<file path="src/design/tieoff_pkg.sv">
// package of register map, field positions and key values for the tie-off bank
`default_nettype none
package tieoff_pkg;
    localparam int ADDR_W = 8;
    localparam int DATA_W = 9;
    // printed register offsets
    localparam logic [7:0] OFS_MUTE_STATUS = 8'h4e;
    localparam logic [7:0] OFS_OVERRIDE    = 8'h4f;
    localparam logic [7:0] OFS_KEY_FIRST   = 8'h57;
    localparam logic [7:0] OFS_KEY_SECOND  = 8'h6c;
    localparam logic [7:0] OFS_KEY_THIRD   = 8'h73;
    // own registers: event status and mask
    localparam logic [7:0] OFS_IRQ_STATUS  = 8'h80;
    localparam logic [7:0] OFS_IRQ_MASK    = 8'h81;
    // mute status bit positions
    localparam int BIT_ANA_MUTE   = 2;
    localparam int BIT_LEFT_ZERO  = 1;
    localparam int BIT_RIGHT_ZERO = 0;
    // override bit positions
    localparam int BIT_OVR_EN     = 8;
    localparam int BIT_BUF_BOOST  = 7;
    localparam int BIT_BUF_UNITY  = 6;
    localparam int BIT_SPK_LEFT   = 5;
    localparam int BIT_SPK_RIGHT  = 4;
    localparam int BIT_AUX_FIRST  = 3;
    localparam int BIT_AUX_SECOND = 2;
    localparam int BIT_HP_LEFT    = 1;
    localparam int BIT_HP_RIGHT   = 0;
    // event bit positions
    localparam int EVT_W          = 4;
    localparam int EVT_ANA_MUTE   = 0;
    localparam int EVT_LEFT_ZERO  = 1;
    localparam int EVT_RIGHT_ZERO = 2;
    localparam int EVT_MODE       = 3;
    // reset values and keys
    localparam logic [8:0] RESET_VALUE = 9'h000;
    localparam logic [8:0] KEY_FIRST   = 9'h115;
    localparam logic [8:0] KEY_SECOND  = 9'h03b;
    localparam logic [8:0] KEY_THIRD   = 9'h129;

    typedef struct packed {
        logic       wr;
        logic       rd;
        logic [7:0] addr;
        logic [8:0] wdata;
    } bus_req_s;

    typedef struct packed {
        logic boost_bypass;
        logic unity_bypass;
        logic spk_left;
        logic spk_right;
        logic aux_first;
        logic aux_second;
        logic hp_left;
        logic hp_right;
    } switch_s;

    typedef struct packed {
        logic ana_mute;
        logic left_zero;
        logic right_zero;
    } mute_s;
endpackage
`default_nettype wire

</file>
<file path="src/design/tieoff_regs.sv">
// output tie-off override, mute status and serial mode key register bank
`default_nettype none
module tieoff_regs (
    // clock and reset
    input  wire logic       REF_CLK,
    input  wire logic       NRST,
    // register port
    input  wire logic [7:0] ADDR,
    input  wire logic [8:0] WDATA,
    input  wire logic       WR,
    input  wire logic       RD,
    output logic      [8:0] RDATA,
    // mute status from dac path
    input  wire logic       ANA_MUTE_IN,
    input  wire logic       LEFT_ZERO_IN,
    input  wire logic       RIGHT_ZERO_IN,
    // automatic switch requests
    input  wire logic [7:0] AUTO_SWITCH,
    // buffer enables
    input  wire logic       BOOST_BUF_EN,
    input  wire logic       UNITY_BUF_EN,
    // switch controls
    output logic            BOOST_BYPASS_CLOSE,
    output logic            UNITY_BYPASS_CLOSE,
    output logic            LEFT_SPEAKER_OUTPUT_TIE,
    output logic            RIGHT_SPEAKER_OUTPUT_TIE,
    output logic            AUX_OUTPUT_FIRST_TIE,
    output logic            AUX_OUTPUT_SECOND_TIE,
    output logic            LEFT_HEADPHONE_OUTPUT_TIE,
    output logic            RIGHT_HEADPHONE_OUTPUT_TIE,
    // mode and interrupt
    output logic            FOUR_WIRE_MODE,
    output logic            IRQ
);
    typedef struct packed {
        logic [8:0] override_v;
        logic [8:0] key_first;
        logic [8:0] key_second;
        logic [8:0] key_third;
        logic [3:0] irq_status;
        logic [3:0] irq_mask;
        logic [2:0] mute_prev;
        logic       mode_prev;
        logic [8:0] rdata;
        tieoff_pkg::switch_s sw;
        logic       four_wire;
        logic       irq;
    } st_s;

    st_s st_reg;
    st_s st_next;

    logic [2:0]          mute_sync;
    logic [2:0]          mute_raw;
    tieoff_pkg::mute_s   mute;
    tieoff_pkg::switch_s ovr_sw;
    tieoff_pkg::switch_s auto_sw;
    tieoff_pkg::switch_s sel_sw;
    tieoff_pkg::bus_req_s req;

    assign mute_raw = {ANA_MUTE_IN, LEFT_ZERO_IN, RIGHT_ZERO_IN};
    assign req      = '{wr: WR, rd: RD, addr: ADDR, wdata: WDATA};

    tieoff_sync #(
        .W(3)
    ) u_sync (
        .clk (REF_CLK),
        .nrst(NRST),
        .d   (mute_raw),
        .q   (mute_sync)
    );

    assign mute = tieoff_pkg::mute_s'(mute_sync);

    // override bits below the enable
    assign ovr_sw  = tieoff_pkg::switch_s'(st_reg.override_v[7:0]);
    assign auto_sw = tieoff_pkg::switch_s'(AUTO_SWITCH);

    tieoff_switch_mux u_mux (
        .ovr_en(st_reg.override_v[tieoff_pkg::BIT_OVR_EN]),
        .ovr   (ovr_sw),
        .autosw(auto_sw),
        .sel   (sel_sw)
    );

    function automatic logic keys_ok(input logic [8:0] a, input logic [8:0] b,
                                     input logic [8:0] c);
        keys_ok = (a == tieoff_pkg::KEY_FIRST) && (b == tieoff_pkg::KEY_SECOND)
                  && (c == tieoff_pkg::KEY_THIRD);
    endfunction

    logic [3:0] evt;
    logic [3:0] clr;
    logic [8:0] rd_mux;

    always_comb begin
        st_next = st_reg;
        evt     = '0;
        clr     = '0;
        rd_mux  = '0;
        // register writes
        if (req.wr) begin
            if (req.addr == tieoff_pkg::OFS_OVERRIDE) begin
                st_next.override_v = req.wdata;
            end else if (req.addr == tieoff_pkg::OFS_KEY_FIRST) begin
                st_next.key_first = req.wdata;
            end else if (req.addr == tieoff_pkg::OFS_KEY_SECOND) begin
                st_next.key_second = req.wdata;
            end else if (req.addr == tieoff_pkg::OFS_KEY_THIRD) begin
                st_next.key_third = req.wdata;
            end else if (req.addr == tieoff_pkg::OFS_IRQ_STATUS) begin
                clr = req.wdata[3:0];
            end else if (req.addr == tieoff_pkg::OFS_IRQ_MASK) begin
                st_next.irq_mask = req.wdata[3:0];
            end
        end
        // read data, next cycle only
        if (req.rd) begin
            if (req.addr == tieoff_pkg::OFS_MUTE_STATUS) begin
                rd_mux[tieoff_pkg::BIT_ANA_MUTE]   = mute.ana_mute;
                rd_mux[tieoff_pkg::BIT_LEFT_ZERO]  = mute.left_zero;
                rd_mux[tieoff_pkg::BIT_RIGHT_ZERO] = mute.right_zero;
            end else if (req.addr == tieoff_pkg::OFS_OVERRIDE) begin
                rd_mux = st_reg.override_v;
            end else if (req.addr == tieoff_pkg::OFS_KEY_FIRST) begin
                rd_mux = st_reg.key_first;
            end else if (req.addr == tieoff_pkg::OFS_KEY_SECOND) begin
                rd_mux = st_reg.key_second;
            end else if (req.addr == tieoff_pkg::OFS_KEY_THIRD) begin
                rd_mux = st_reg.key_third;
            end else if (req.addr == tieoff_pkg::OFS_IRQ_STATUS) begin
                rd_mux = {5'h00, st_reg.irq_status};
            end else if (req.addr == tieoff_pkg::OFS_IRQ_MASK) begin
                rd_mux = {5'h00, st_reg.irq_mask};
            end
        end
        st_next.rdata = rd_mux;
        // mode key compare
        st_next.four_wire = keys_ok(st_next.key_first, st_next.key_second,
                                    st_next.key_third);
        // events on any change of status or mode
        st_next.mute_prev = mute_sync;
        st_next.mode_prev = st_reg.four_wire;
        evt[tieoff_pkg::EVT_ANA_MUTE]   = mute_sync[2] ^ st_reg.mute_prev[2];
        evt[tieoff_pkg::EVT_LEFT_ZERO]  = mute_sync[1] ^ st_reg.mute_prev[1];
        evt[tieoff_pkg::EVT_RIGHT_ZERO] = mute_sync[0] ^ st_reg.mute_prev[0];
        evt[tieoff_pkg::EVT_MODE]       = st_reg.four_wire ^ st_reg.mode_prev;
        // set wins over clear
        st_next.irq_status = (st_reg.irq_status & ~clr) | evt;
        st_next.irq        = |(st_next.irq_status & st_next.irq_mask);
        // switch outputs; bypass closes only while its buffer is off
        st_next.sw              = sel_sw;
        st_next.sw.boost_bypass = sel_sw.boost_bypass & ~BOOST_BUF_EN;
        st_next.sw.unity_bypass = sel_sw.unity_bypass & ~UNITY_BUF_EN;
    end

    always_ff @(posedge REF_CLK or negedge NRST) begin
        if (!NRST) begin
            st_reg <= '0;
        end else begin
            st_reg <= st_next;
        end
    end

    assign RDATA                      = st_reg.rdata;
    assign BOOST_BYPASS_CLOSE         = st_reg.sw.boost_bypass;
    assign UNITY_BYPASS_CLOSE         = st_reg.sw.unity_bypass;
    assign LEFT_SPEAKER_OUTPUT_TIE    = st_reg.sw.spk_left;
    assign RIGHT_SPEAKER_OUTPUT_TIE   = st_reg.sw.spk_right;
    assign AUX_OUTPUT_FIRST_TIE       = st_reg.sw.aux_first;
    assign AUX_OUTPUT_SECOND_TIE      = st_reg.sw.aux_second;
    assign LEFT_HEADPHONE_OUTPUT_TIE  = st_reg.sw.hp_left;
    assign RIGHT_HEADPHONE_OUTPUT_TIE = st_reg.sw.hp_right;
    assign FOUR_WIRE_MODE             = st_reg.four_wire;
    assign IRQ                        = st_reg.irq;

    // automatic path when override is off
    ovr_off_a: assert property (@(posedge REF_CLK) disable iff (!NRST)
        !st_reg.override_v[8] && $stable(st_reg.override_v) ##1 1
        |-> {LEFT_SPEAKER_OUTPUT_TIE, RIGHT_SPEAKER_OUTPUT_TIE, AUX_OUTPUT_FIRST_TIE,
        AUX_OUTPUT_SECOND_TIE, LEFT_HEADPHONE_OUTPUT_TIE, RIGHT_HEADPHONE_OUTPUT_TIE}
        == $past(AUTO_SWITCH[5:0]))
        else $error("override off did not follow automatic");
    boost_bypass_a: assert property (@(posedge REF_CLK) disable iff (!NRST)
        st_reg.override_v[8] && st_reg.override_v[7] && !BOOST_BUF_EN
        |=> BOOST_BYPASS_CLOSE)
        else $error("boost bypass not closed");
    unity_bypass_a: assert property (@(posedge REF_CLK) disable iff (!NRST)
        UNITY_BUF_EN |=> !UNITY_BYPASS_CLOSE)
        else $error("unity bypass closed while buffer on");
    speaker_force_a: assert property (@(posedge REF_CLK) disable iff (!NRST)
        st_reg.override_v[8] |=> LEFT_SPEAKER_OUTPUT_TIE == $past(st_reg.override_v[5])
        && RIGHT_SPEAKER_OUTPUT_TIE == $past(st_reg.override_v[4]))
        else $error("speaker tie-off not forced");
    aux_force_a: assert property (@(posedge REF_CLK) disable iff (!NRST)
        st_reg.override_v[8] |=> AUX_OUTPUT_FIRST_TIE == $past(st_reg.override_v[3])
        && AUX_OUTPUT_SECOND_TIE == $past(st_reg.override_v[2]))
        else $error("aux tie-off not forced");
    hp_force_a: assert property (@(posedge REF_CLK) disable iff (!NRST)
        st_reg.override_v[8] |=> LEFT_HEADPHONE_OUTPUT_TIE == $past(st_reg.override_v[1])
        && RIGHT_HEADPHONE_OUTPUT_TIE == $past(st_reg.override_v[0]))
        else $error("headphone tie-off not forced");
    mode_key_a: assert property (@(posedge REF_CLK) disable iff (!NRST)
        FOUR_WIRE_MODE == (st_reg.key_first == tieoff_pkg::KEY_FIRST
        && st_reg.key_second == tieoff_pkg::KEY_SECOND
        && st_reg.key_third == tieoff_pkg::KEY_THIRD))
        else $error("four-wire mode disagrees with keys");
    mute_read_a: assert property (@(posedge REF_CLK) disable iff (!NRST)
        RD && ADDR == tieoff_pkg::OFS_MUTE_STATUS
        |=> RDATA == {6'h00, $past(mute_sync)})
        else $error("mute status readback wrong");
    irq_level_a: assert property (@(posedge REF_CLK) disable iff (!NRST)
        ##1 IRQ == |(st_reg.irq_status & st_reg.irq_mask))
        else $error("interrupt level wrong");

    // bypass switches against buffer state and automatic or override requests
    boost_open_a: assert property (@(posedge REF_CLK) disable iff (!NRST)
        BOOST_BUF_EN |=> !BOOST_BYPASS_CLOSE)
        else $error("boost bypass closed while buffer on");
    boost_auto_a: assert property (@(posedge REF_CLK) disable iff (!NRST)
        AUTO_SWITCH[7] && !BOOST_BUF_EN |=> BOOST_BYPASS_CLOSE)
        else $error("automatic boost bypass request dropped");
    unity_auto_a: assert property (@(posedge REF_CLK) disable iff (!NRST)
        AUTO_SWITCH[6] && !UNITY_BUF_EN |=> UNITY_BYPASS_CLOSE)
        else $error("automatic unity bypass request dropped");
    unity_close_a: assert property (@(posedge REF_CLK) disable iff (!NRST)
        st_reg.override_v[tieoff_pkg::BIT_OVR_EN]
        && st_reg.override_v[tieoff_pkg::BIT_BUF_UNITY]
        && !UNITY_BUF_EN |=> UNITY_BYPASS_CLOSE)
        else $error("unity bypass not closed");

    // read back paths
    zero_flag_read_a: assert property (@(posedge REF_CLK) disable iff (!NRST)
        RD && ADDR == tieoff_pkg::OFS_MUTE_STATUS
        |=> RDATA[tieoff_pkg::BIT_LEFT_ZERO] == $past(mute.left_zero)
        && RDATA[tieoff_pkg::BIT_RIGHT_ZERO] == $past(mute.right_zero))
        else $error("zero gain flag readback wrong");
    status_read_a: assert property (@(posedge REF_CLK) disable iff (!NRST)
        RD && ADDR == tieoff_pkg::OFS_IRQ_STATUS
        |=> RDATA == {5'h00, $past(st_reg.irq_status)})
        else $error("status readback wrong");
    mask_read_a: assert property (@(posedge REF_CLK) disable iff (!NRST)
        RD && ADDR == tieoff_pkg::OFS_IRQ_MASK
        |=> RDATA == {5'h00, $past(st_reg.irq_mask)})
        else $error("mask readback wrong");
    key_read_a: assert property (@(posedge REF_CLK) disable iff (!NRST)
        RD && ADDR == tieoff_pkg::OFS_KEY_FIRST
        |=> RDATA == $past(st_reg.key_first))
        else $error("first key readback wrong");
    rdata_idle_a: assert property (@(posedge REF_CLK) disable iff (!NRST)
        !RD |=> RDATA == 9'h000)
        else $error("read data present without a read");

    // register writes land one cycle later
    override_store_a: assert property (@(posedge REF_CLK) disable iff (!NRST)
        WR && ADDR == tieoff_pkg::OFS_OVERRIDE
        |=> st_reg.override_v == $past(WDATA))
        else $error("override write lost");
    key_first_store_a: assert property (@(posedge REF_CLK) disable iff (!NRST)
        WR && ADDR == tieoff_pkg::OFS_KEY_FIRST
        |=> st_reg.key_first == $past(WDATA))
        else $error("first key write lost");
    key_second_store_a: assert property (@(posedge REF_CLK) disable iff (!NRST)
        WR && ADDR == tieoff_pkg::OFS_KEY_SECOND
        |=> st_reg.key_second == $past(WDATA))
        else $error("second key write lost");
    key_third_store_a: assert property (@(posedge REF_CLK) disable iff (!NRST)
        WR && ADDR == tieoff_pkg::OFS_KEY_THIRD
        |=> st_reg.key_third == $past(WDATA))
        else $error("third key write lost");
    mask_store_a: assert property (@(posedge REF_CLK) disable iff (!NRST)
        WR && ADDR == tieoff_pkg::OFS_IRQ_MASK
        |=> st_reg.irq_mask == $past(WDATA[3:0]))
        else $error("mask write lost");
    override_hold_a: assert property (@(posedge REF_CLK) disable iff (!NRST)
        !WR |=> $stable(st_reg.override_v))
        else $error("override changed without a write");
    key_hold_a: assert property (@(posedge REF_CLK) disable iff (!NRST)
        !WR |=> $stable(st_reg.key_first) && $stable(st_reg.key_second)
        && $stable(st_reg.key_third))
        else $error("key changed without a write");

    // event bits: set beats a clear in the same cycle
    set_wins_a: assert property (@(posedge REF_CLK) disable iff (!NRST)
        evt != 4'h0 |=> (st_reg.irq_status & $past(evt)) == $past(evt))
        else $error("status event lost");
    w1c_clear_a: assert property (@(posedge REF_CLK) disable iff (!NRST)
        WR && ADDR == tieoff_pkg::OFS_IRQ_STATUS
        |=> (st_reg.irq_status & $past(WDATA[3:0] & ~evt)) == 4'h0)
        else $error("status bit not cleared by write of one");
    mode_event_a: assert property (@(posedge REF_CLK) disable iff (!NRST)
        $changed(FOUR_WIRE_MODE) |=> st_reg.irq_status[tieoff_pkg::EVT_MODE])
        else $error("mode change did not set its status bit");
endmodule // tieoff_regs
`default_nettype wire

</file>
<file path="src/design/tieoff_sync.sv">
// two-flop synchroniser for the mute status inputs
`default_nettype none
module tieoff_sync #(
    parameter int W = 3
) (
    // clock and reset
    input  wire logic         clk,
    input  wire logic         nrst,
    // data
    input  wire logic [W-1:0] d,
    output logic      [W-1:0] q
);
    typedef struct packed {
        logic [W-1:0] s1;
        logic [W-1:0] s2;
    } st_s;
    st_s st_reg;
    st_s st_next;
    always_comb begin
        st_next    = st_reg;
        st_next.s1 = d;
        st_next.s2 = st_reg.s1;
    end
    always_ff @(posedge clk or negedge nrst) begin
        if (!nrst) begin
            st_reg <= '0;
        end else begin
            st_reg <= st_next;
        end
    end
    assign q = st_reg.s2;
endmodule // tieoff_sync
`default_nettype wire

</file>
<file path="src/design/tieoff_switch_mux.sv">
// selects automatic or overridden output ties; with override on, the bypass requests are the OR of both
`default_nettype none
module tieoff_switch_mux (
    // control
    input  wire logic               ovr_en,
    input  wire tieoff_pkg::switch_s ovr,
    input  wire tieoff_pkg::switch_s autosw,
    // result
    output tieoff_pkg::switch_s      sel
);
    tieoff_pkg::switch_s m;
    always_comb begin
        m = autosw;
        if (ovr_en) begin
            m.boost_bypass = ovr.boost_bypass | autosw.boost_bypass;
            m.unity_bypass = ovr.unity_bypass | autosw.unity_bypass;
            m.spk_left     = ovr.spk_left;
            m.spk_right    = ovr.spk_right;
            m.aux_first    = ovr.aux_first;
            m.aux_second   = ovr.aux_second;
            m.hp_left      = ovr.hp_left;
            m.hp_right     = ovr.hp_right;
        end
    end
    assign sel = m;
endmodule // tieoff_switch_mux
`default_nettype wire

</file>
<file path="config.mk">
export PLATFORM = sky130hd
export DESIGN_NAME = tieoff_regs
export DESIGN_NICKNAME = d
export VERILOG_FILES = /design/src/design/tieoff_pkg.sv /design/src/design/tieoff_regs.sv /design/src/design/tieoff_sync.sv /design/src/design/tieoff_switch_mux.sv
export SDC_FILE = /design/constraint.sdc
export NUM_CORES = 1
export LEC_CHECK = 0
export ABC_CLOCK_PERIOD_IN_PS = 2100
export CAP_MARGIN = 20
export CORE_ASPECT_RATIO = 0.7
export CORE_UTILIZATION = 40
export DETAILED_ROUTE_END_ITERATION = 8
export DONT_BUFFER_PORTS = 1
export PLACE_DENSITY_LB_ADDON = 0.05
export SLEW_MARGIN = 20
export SYNTH_ARGS = -nofsm -noshare
export SYNTH_HDL_FRONTEND = slang
export SYNTH_SLANG_ARGS = --single-unit
export TNS_END_PERCENT = 20
</file>
<file path="constraint.sdc">
create_clock -name REF_CLK -period 2.1 [get_ports REF_CLK]
set_input_delay 0.525 -clock REF_CLK [delete_from_list [all_inputs] [get_ports REF_CLK]]
set_output_delay 0.525 -clock REF_CLK [all_outputs]
set_load 0.01 [all_outputs]
</file>
==> flow_summary.yaml <==
finish:
  fin_nets: 320
  antenna_cells: 0
  layout-drive-gt1-share: 0.286
  synthToLayoutAreaGrowth_pct: 11.9
  largest_reg_flops: 40
worst_setup_path:
  r2r-end: "FOUR_WIRE_MODE"
  crit_path_end_kind: "register"
  crit_start: "st_reg[42]"
  start_kind: "register"
  cp.required_ps: 2360
  r2r_cells: 5
  rr_startpoint: "st_reg[42]"
  critPathKind: "register to register"
  worstPathArrival_ps: 1990
  rrSetupSlack_ps: 370
  cp_max_fo: 3
timing:
  layout_setup_ws_ps: 373
  period_share: 0.822
  drv_slew: 0
  slew_headroom: 0.621
  worstMarginPinSlew_ps: 563
  rsz0062_at_grt: "no"
  fin_tns_setup_ps: 0
  timing.hold.ws_ps: -114
  setup_violations: 0
  max_freq_mhz: 579
  hold_viol: 73
  post-route-min-period_ps: 1730
  finClkSkew_ps: 4.88
route:
  via_per_inst: 5.42
  ant_nets: 0
  dr.pass1.iters: 5
  drc_errors: 0
  wirelength_mm: 8.37
  avgRoutedWirePerCell_um: 20.4
  num_vias: 2221
  first_iter_violations: 158
placed_design:
  place_congestion: 0.793
  preCtsSetupSlack_ps: 180
  port_buffers: 0
  hpwl_mm: 5.98
clocking:
  clkLatencyLatePin_ps: 330
  clock-sinks: 73
  h-tree-depth: 3
  cts.clk_slew.worst_paths_ps: 60
  post_cts_resized: 0
  cts_tree: "built"
  cts_buffers: 9
  cts-root-buf: "clkbuf_16"
  cts_setup_buffers: 0
  cts_buffer_depth: 2
die:
  row_count: 28
  start_util: 0.412
  die_w_um: 113
  die_h_um: 80.0
  core_area_um2: 8440
  die_area_um2: 9080
  ioPinCount: 53
global_routing:
  overflow: 0
  antenna_found_initial: 0
  grt_max_degree: 74
  grt_pass1_vias: 2167
  grtUsageTotal: 0.203
  grt_pass1_wl_mm: 13.1
yosys:
  syn-cell-area_um2: 3480
  synthCells: 284
  synth.distinct_cells: 52
  syn_area_per_cell_um2: 12.2
  ys_seq_area_frac: 0.525
  yosysWarnings: 0
  synth-seq-cells: 73
  synth_nets: 318
status:
  status: "finished with violations"
  violations: "hold timing"
power:
  vdd_drop_max_mv: 0.409
  p_leak_nw: 1.74
  p_per_area_nw_per_um2: 834
hold_path:
  holdCritPathClass: "input port to asynchronous set/reset pin"
run:
  maxCapViolations: 0
[final cells by class]
cell class	count	area, um^2
Multi-Input combinational cell	183	1490
Timing Repair Buffer	12	90.1
Clock inverter	5	81.3
Sequential cell	73	1830
Fill cell	777	4550
Tap cell	120	150
Inverter	7	26.3
Clock buffer	10	229
[critical path, stage by stage, from the launching register on]
cell and delay [ps]:
dfrtp_1 400, nor4bb_1 310, nand3_1 100, or4_1 480, a21oi_1 160, and4b_1 220
[power by group]
group | internal, mW | switching [mW]
registers | 1.46 | 0.0496
logic | 0.0712 | 0.0497
clock network | 1.03 | 0.576
[worst max-delay path by stage]
stage	to
finish	FOUR_WIRE_MODE
global route	FOUR_WIRE_MODE
CTS	FOUR_WIRE_MODE
detailed placement	IRQ
global placement	IRQ
floorplan	IRQ
[per-stage QoR]
stage          utilization  std cells  hold WS, ps  area, um^2  power [mW]
6_report             0.461        410         -114        3890        3.24
5_1_grt              0.461        410         -130        3890        3.37
4_1_cts              0.461        410         -124        3890        3.29
3_5_place_dp         0.424        395          232        3580        1.66
3_3_place_gp         0.424        395          231        3580        1.66
2_1_floorplan            -        284          229        3480        1.63
[Yosys cell counts, drive strengths merged]
master / n / share of area
a21boi: 2 / 0.0043
nand4b: 2 / 0.0094
nand2: 21 / 0.023
a21oi: 14 / 0.020
nor4bb: 1 / 0.0029
mux2: 44 / 0.15
nand3: 10 / 0.017
o31a: 3 / 0.0076
o21ai: 13 / 0.019
buf: 18 / 0.036
a21o: 7 / 0.015
nor3: 2 / 0.0076
a31oi: 1 / 0.0018
and2: 2 / 0.0036
dfrtp: 73 / 0.53
o221ai: 6 / 0.015
nor4: 3 / 0.0054
mux2i: 2 / 0.0058
a32oi: 1 / 0.0025
a2111o: 1 / 0.0032
or2: 1 / 0.0018
nand4: 4 / 0.012
or3: 2 / 0.0036
and3: 1 / 0.0018
o22ai: 1 / 0.0018
nor3b: 1 / 0.0022
xor2: 5 / 0.013
or4: 1 / 0.0022
and2b: 2 / 0.0050
inv: 7 / 0.0076
nor4b: 6 / 0.027
and4b: 3 / 0.0086
clkbuf: 3 / 0.0032
nor2: 11 / 0.013
nand2b: 2 / 0.0036
a222oi: 5 / 0.014
and4bb: 1 / 0.0036
or3b: 2 / 0.0050
[cell usage in the layout (no fill, tap or decap), drive strengths merged, types with 2 or more instances in the layout]
cell type,n
nor3,2
a21boi,2
dfrtp,73
o221ai,6
and2,2
mux2i,2
xor2,5
nand4,4
nand4b,2
mux2,44
a222oi,5
o31a,3
buf,12
bufinv,2
nor2,11
and2b,2
a21o,7
clkbuf,10
and4b,3
nand2,21
nor4b,6
or3b,2
nand2b,2
inv,7
a21oi,14
clkinv,2
nand3,10
nor4,3
o21ai,13
or3,2
[cells by family (layout without fill, tap and decap cells)]
group | Yosys count | count (layout) | share of synthesized area
AO/OA/AOI/OAI | 54 | 54 | 0.105
XOR/XNOR | 5 | 5 | 0.0126
buffers and inverters | 28 | 34 | 0.0471
AND/OR/NAND/NOR | 78 | 78 | 0.158
multiplexers | 46 | 46 | 0.153
flip-flops | 73 | 73 | 0.525
[metal layers]
metal	GRT usage	up-vias	share of wire
met4	0.0513	0	0.0075
li1	-	1042	-
met1	0.320	1085	0.52
met3	0.0607	8	0.090
met5	0	-	0
met2	0.261	86	0.38
(Power assumes the default switching activity.)
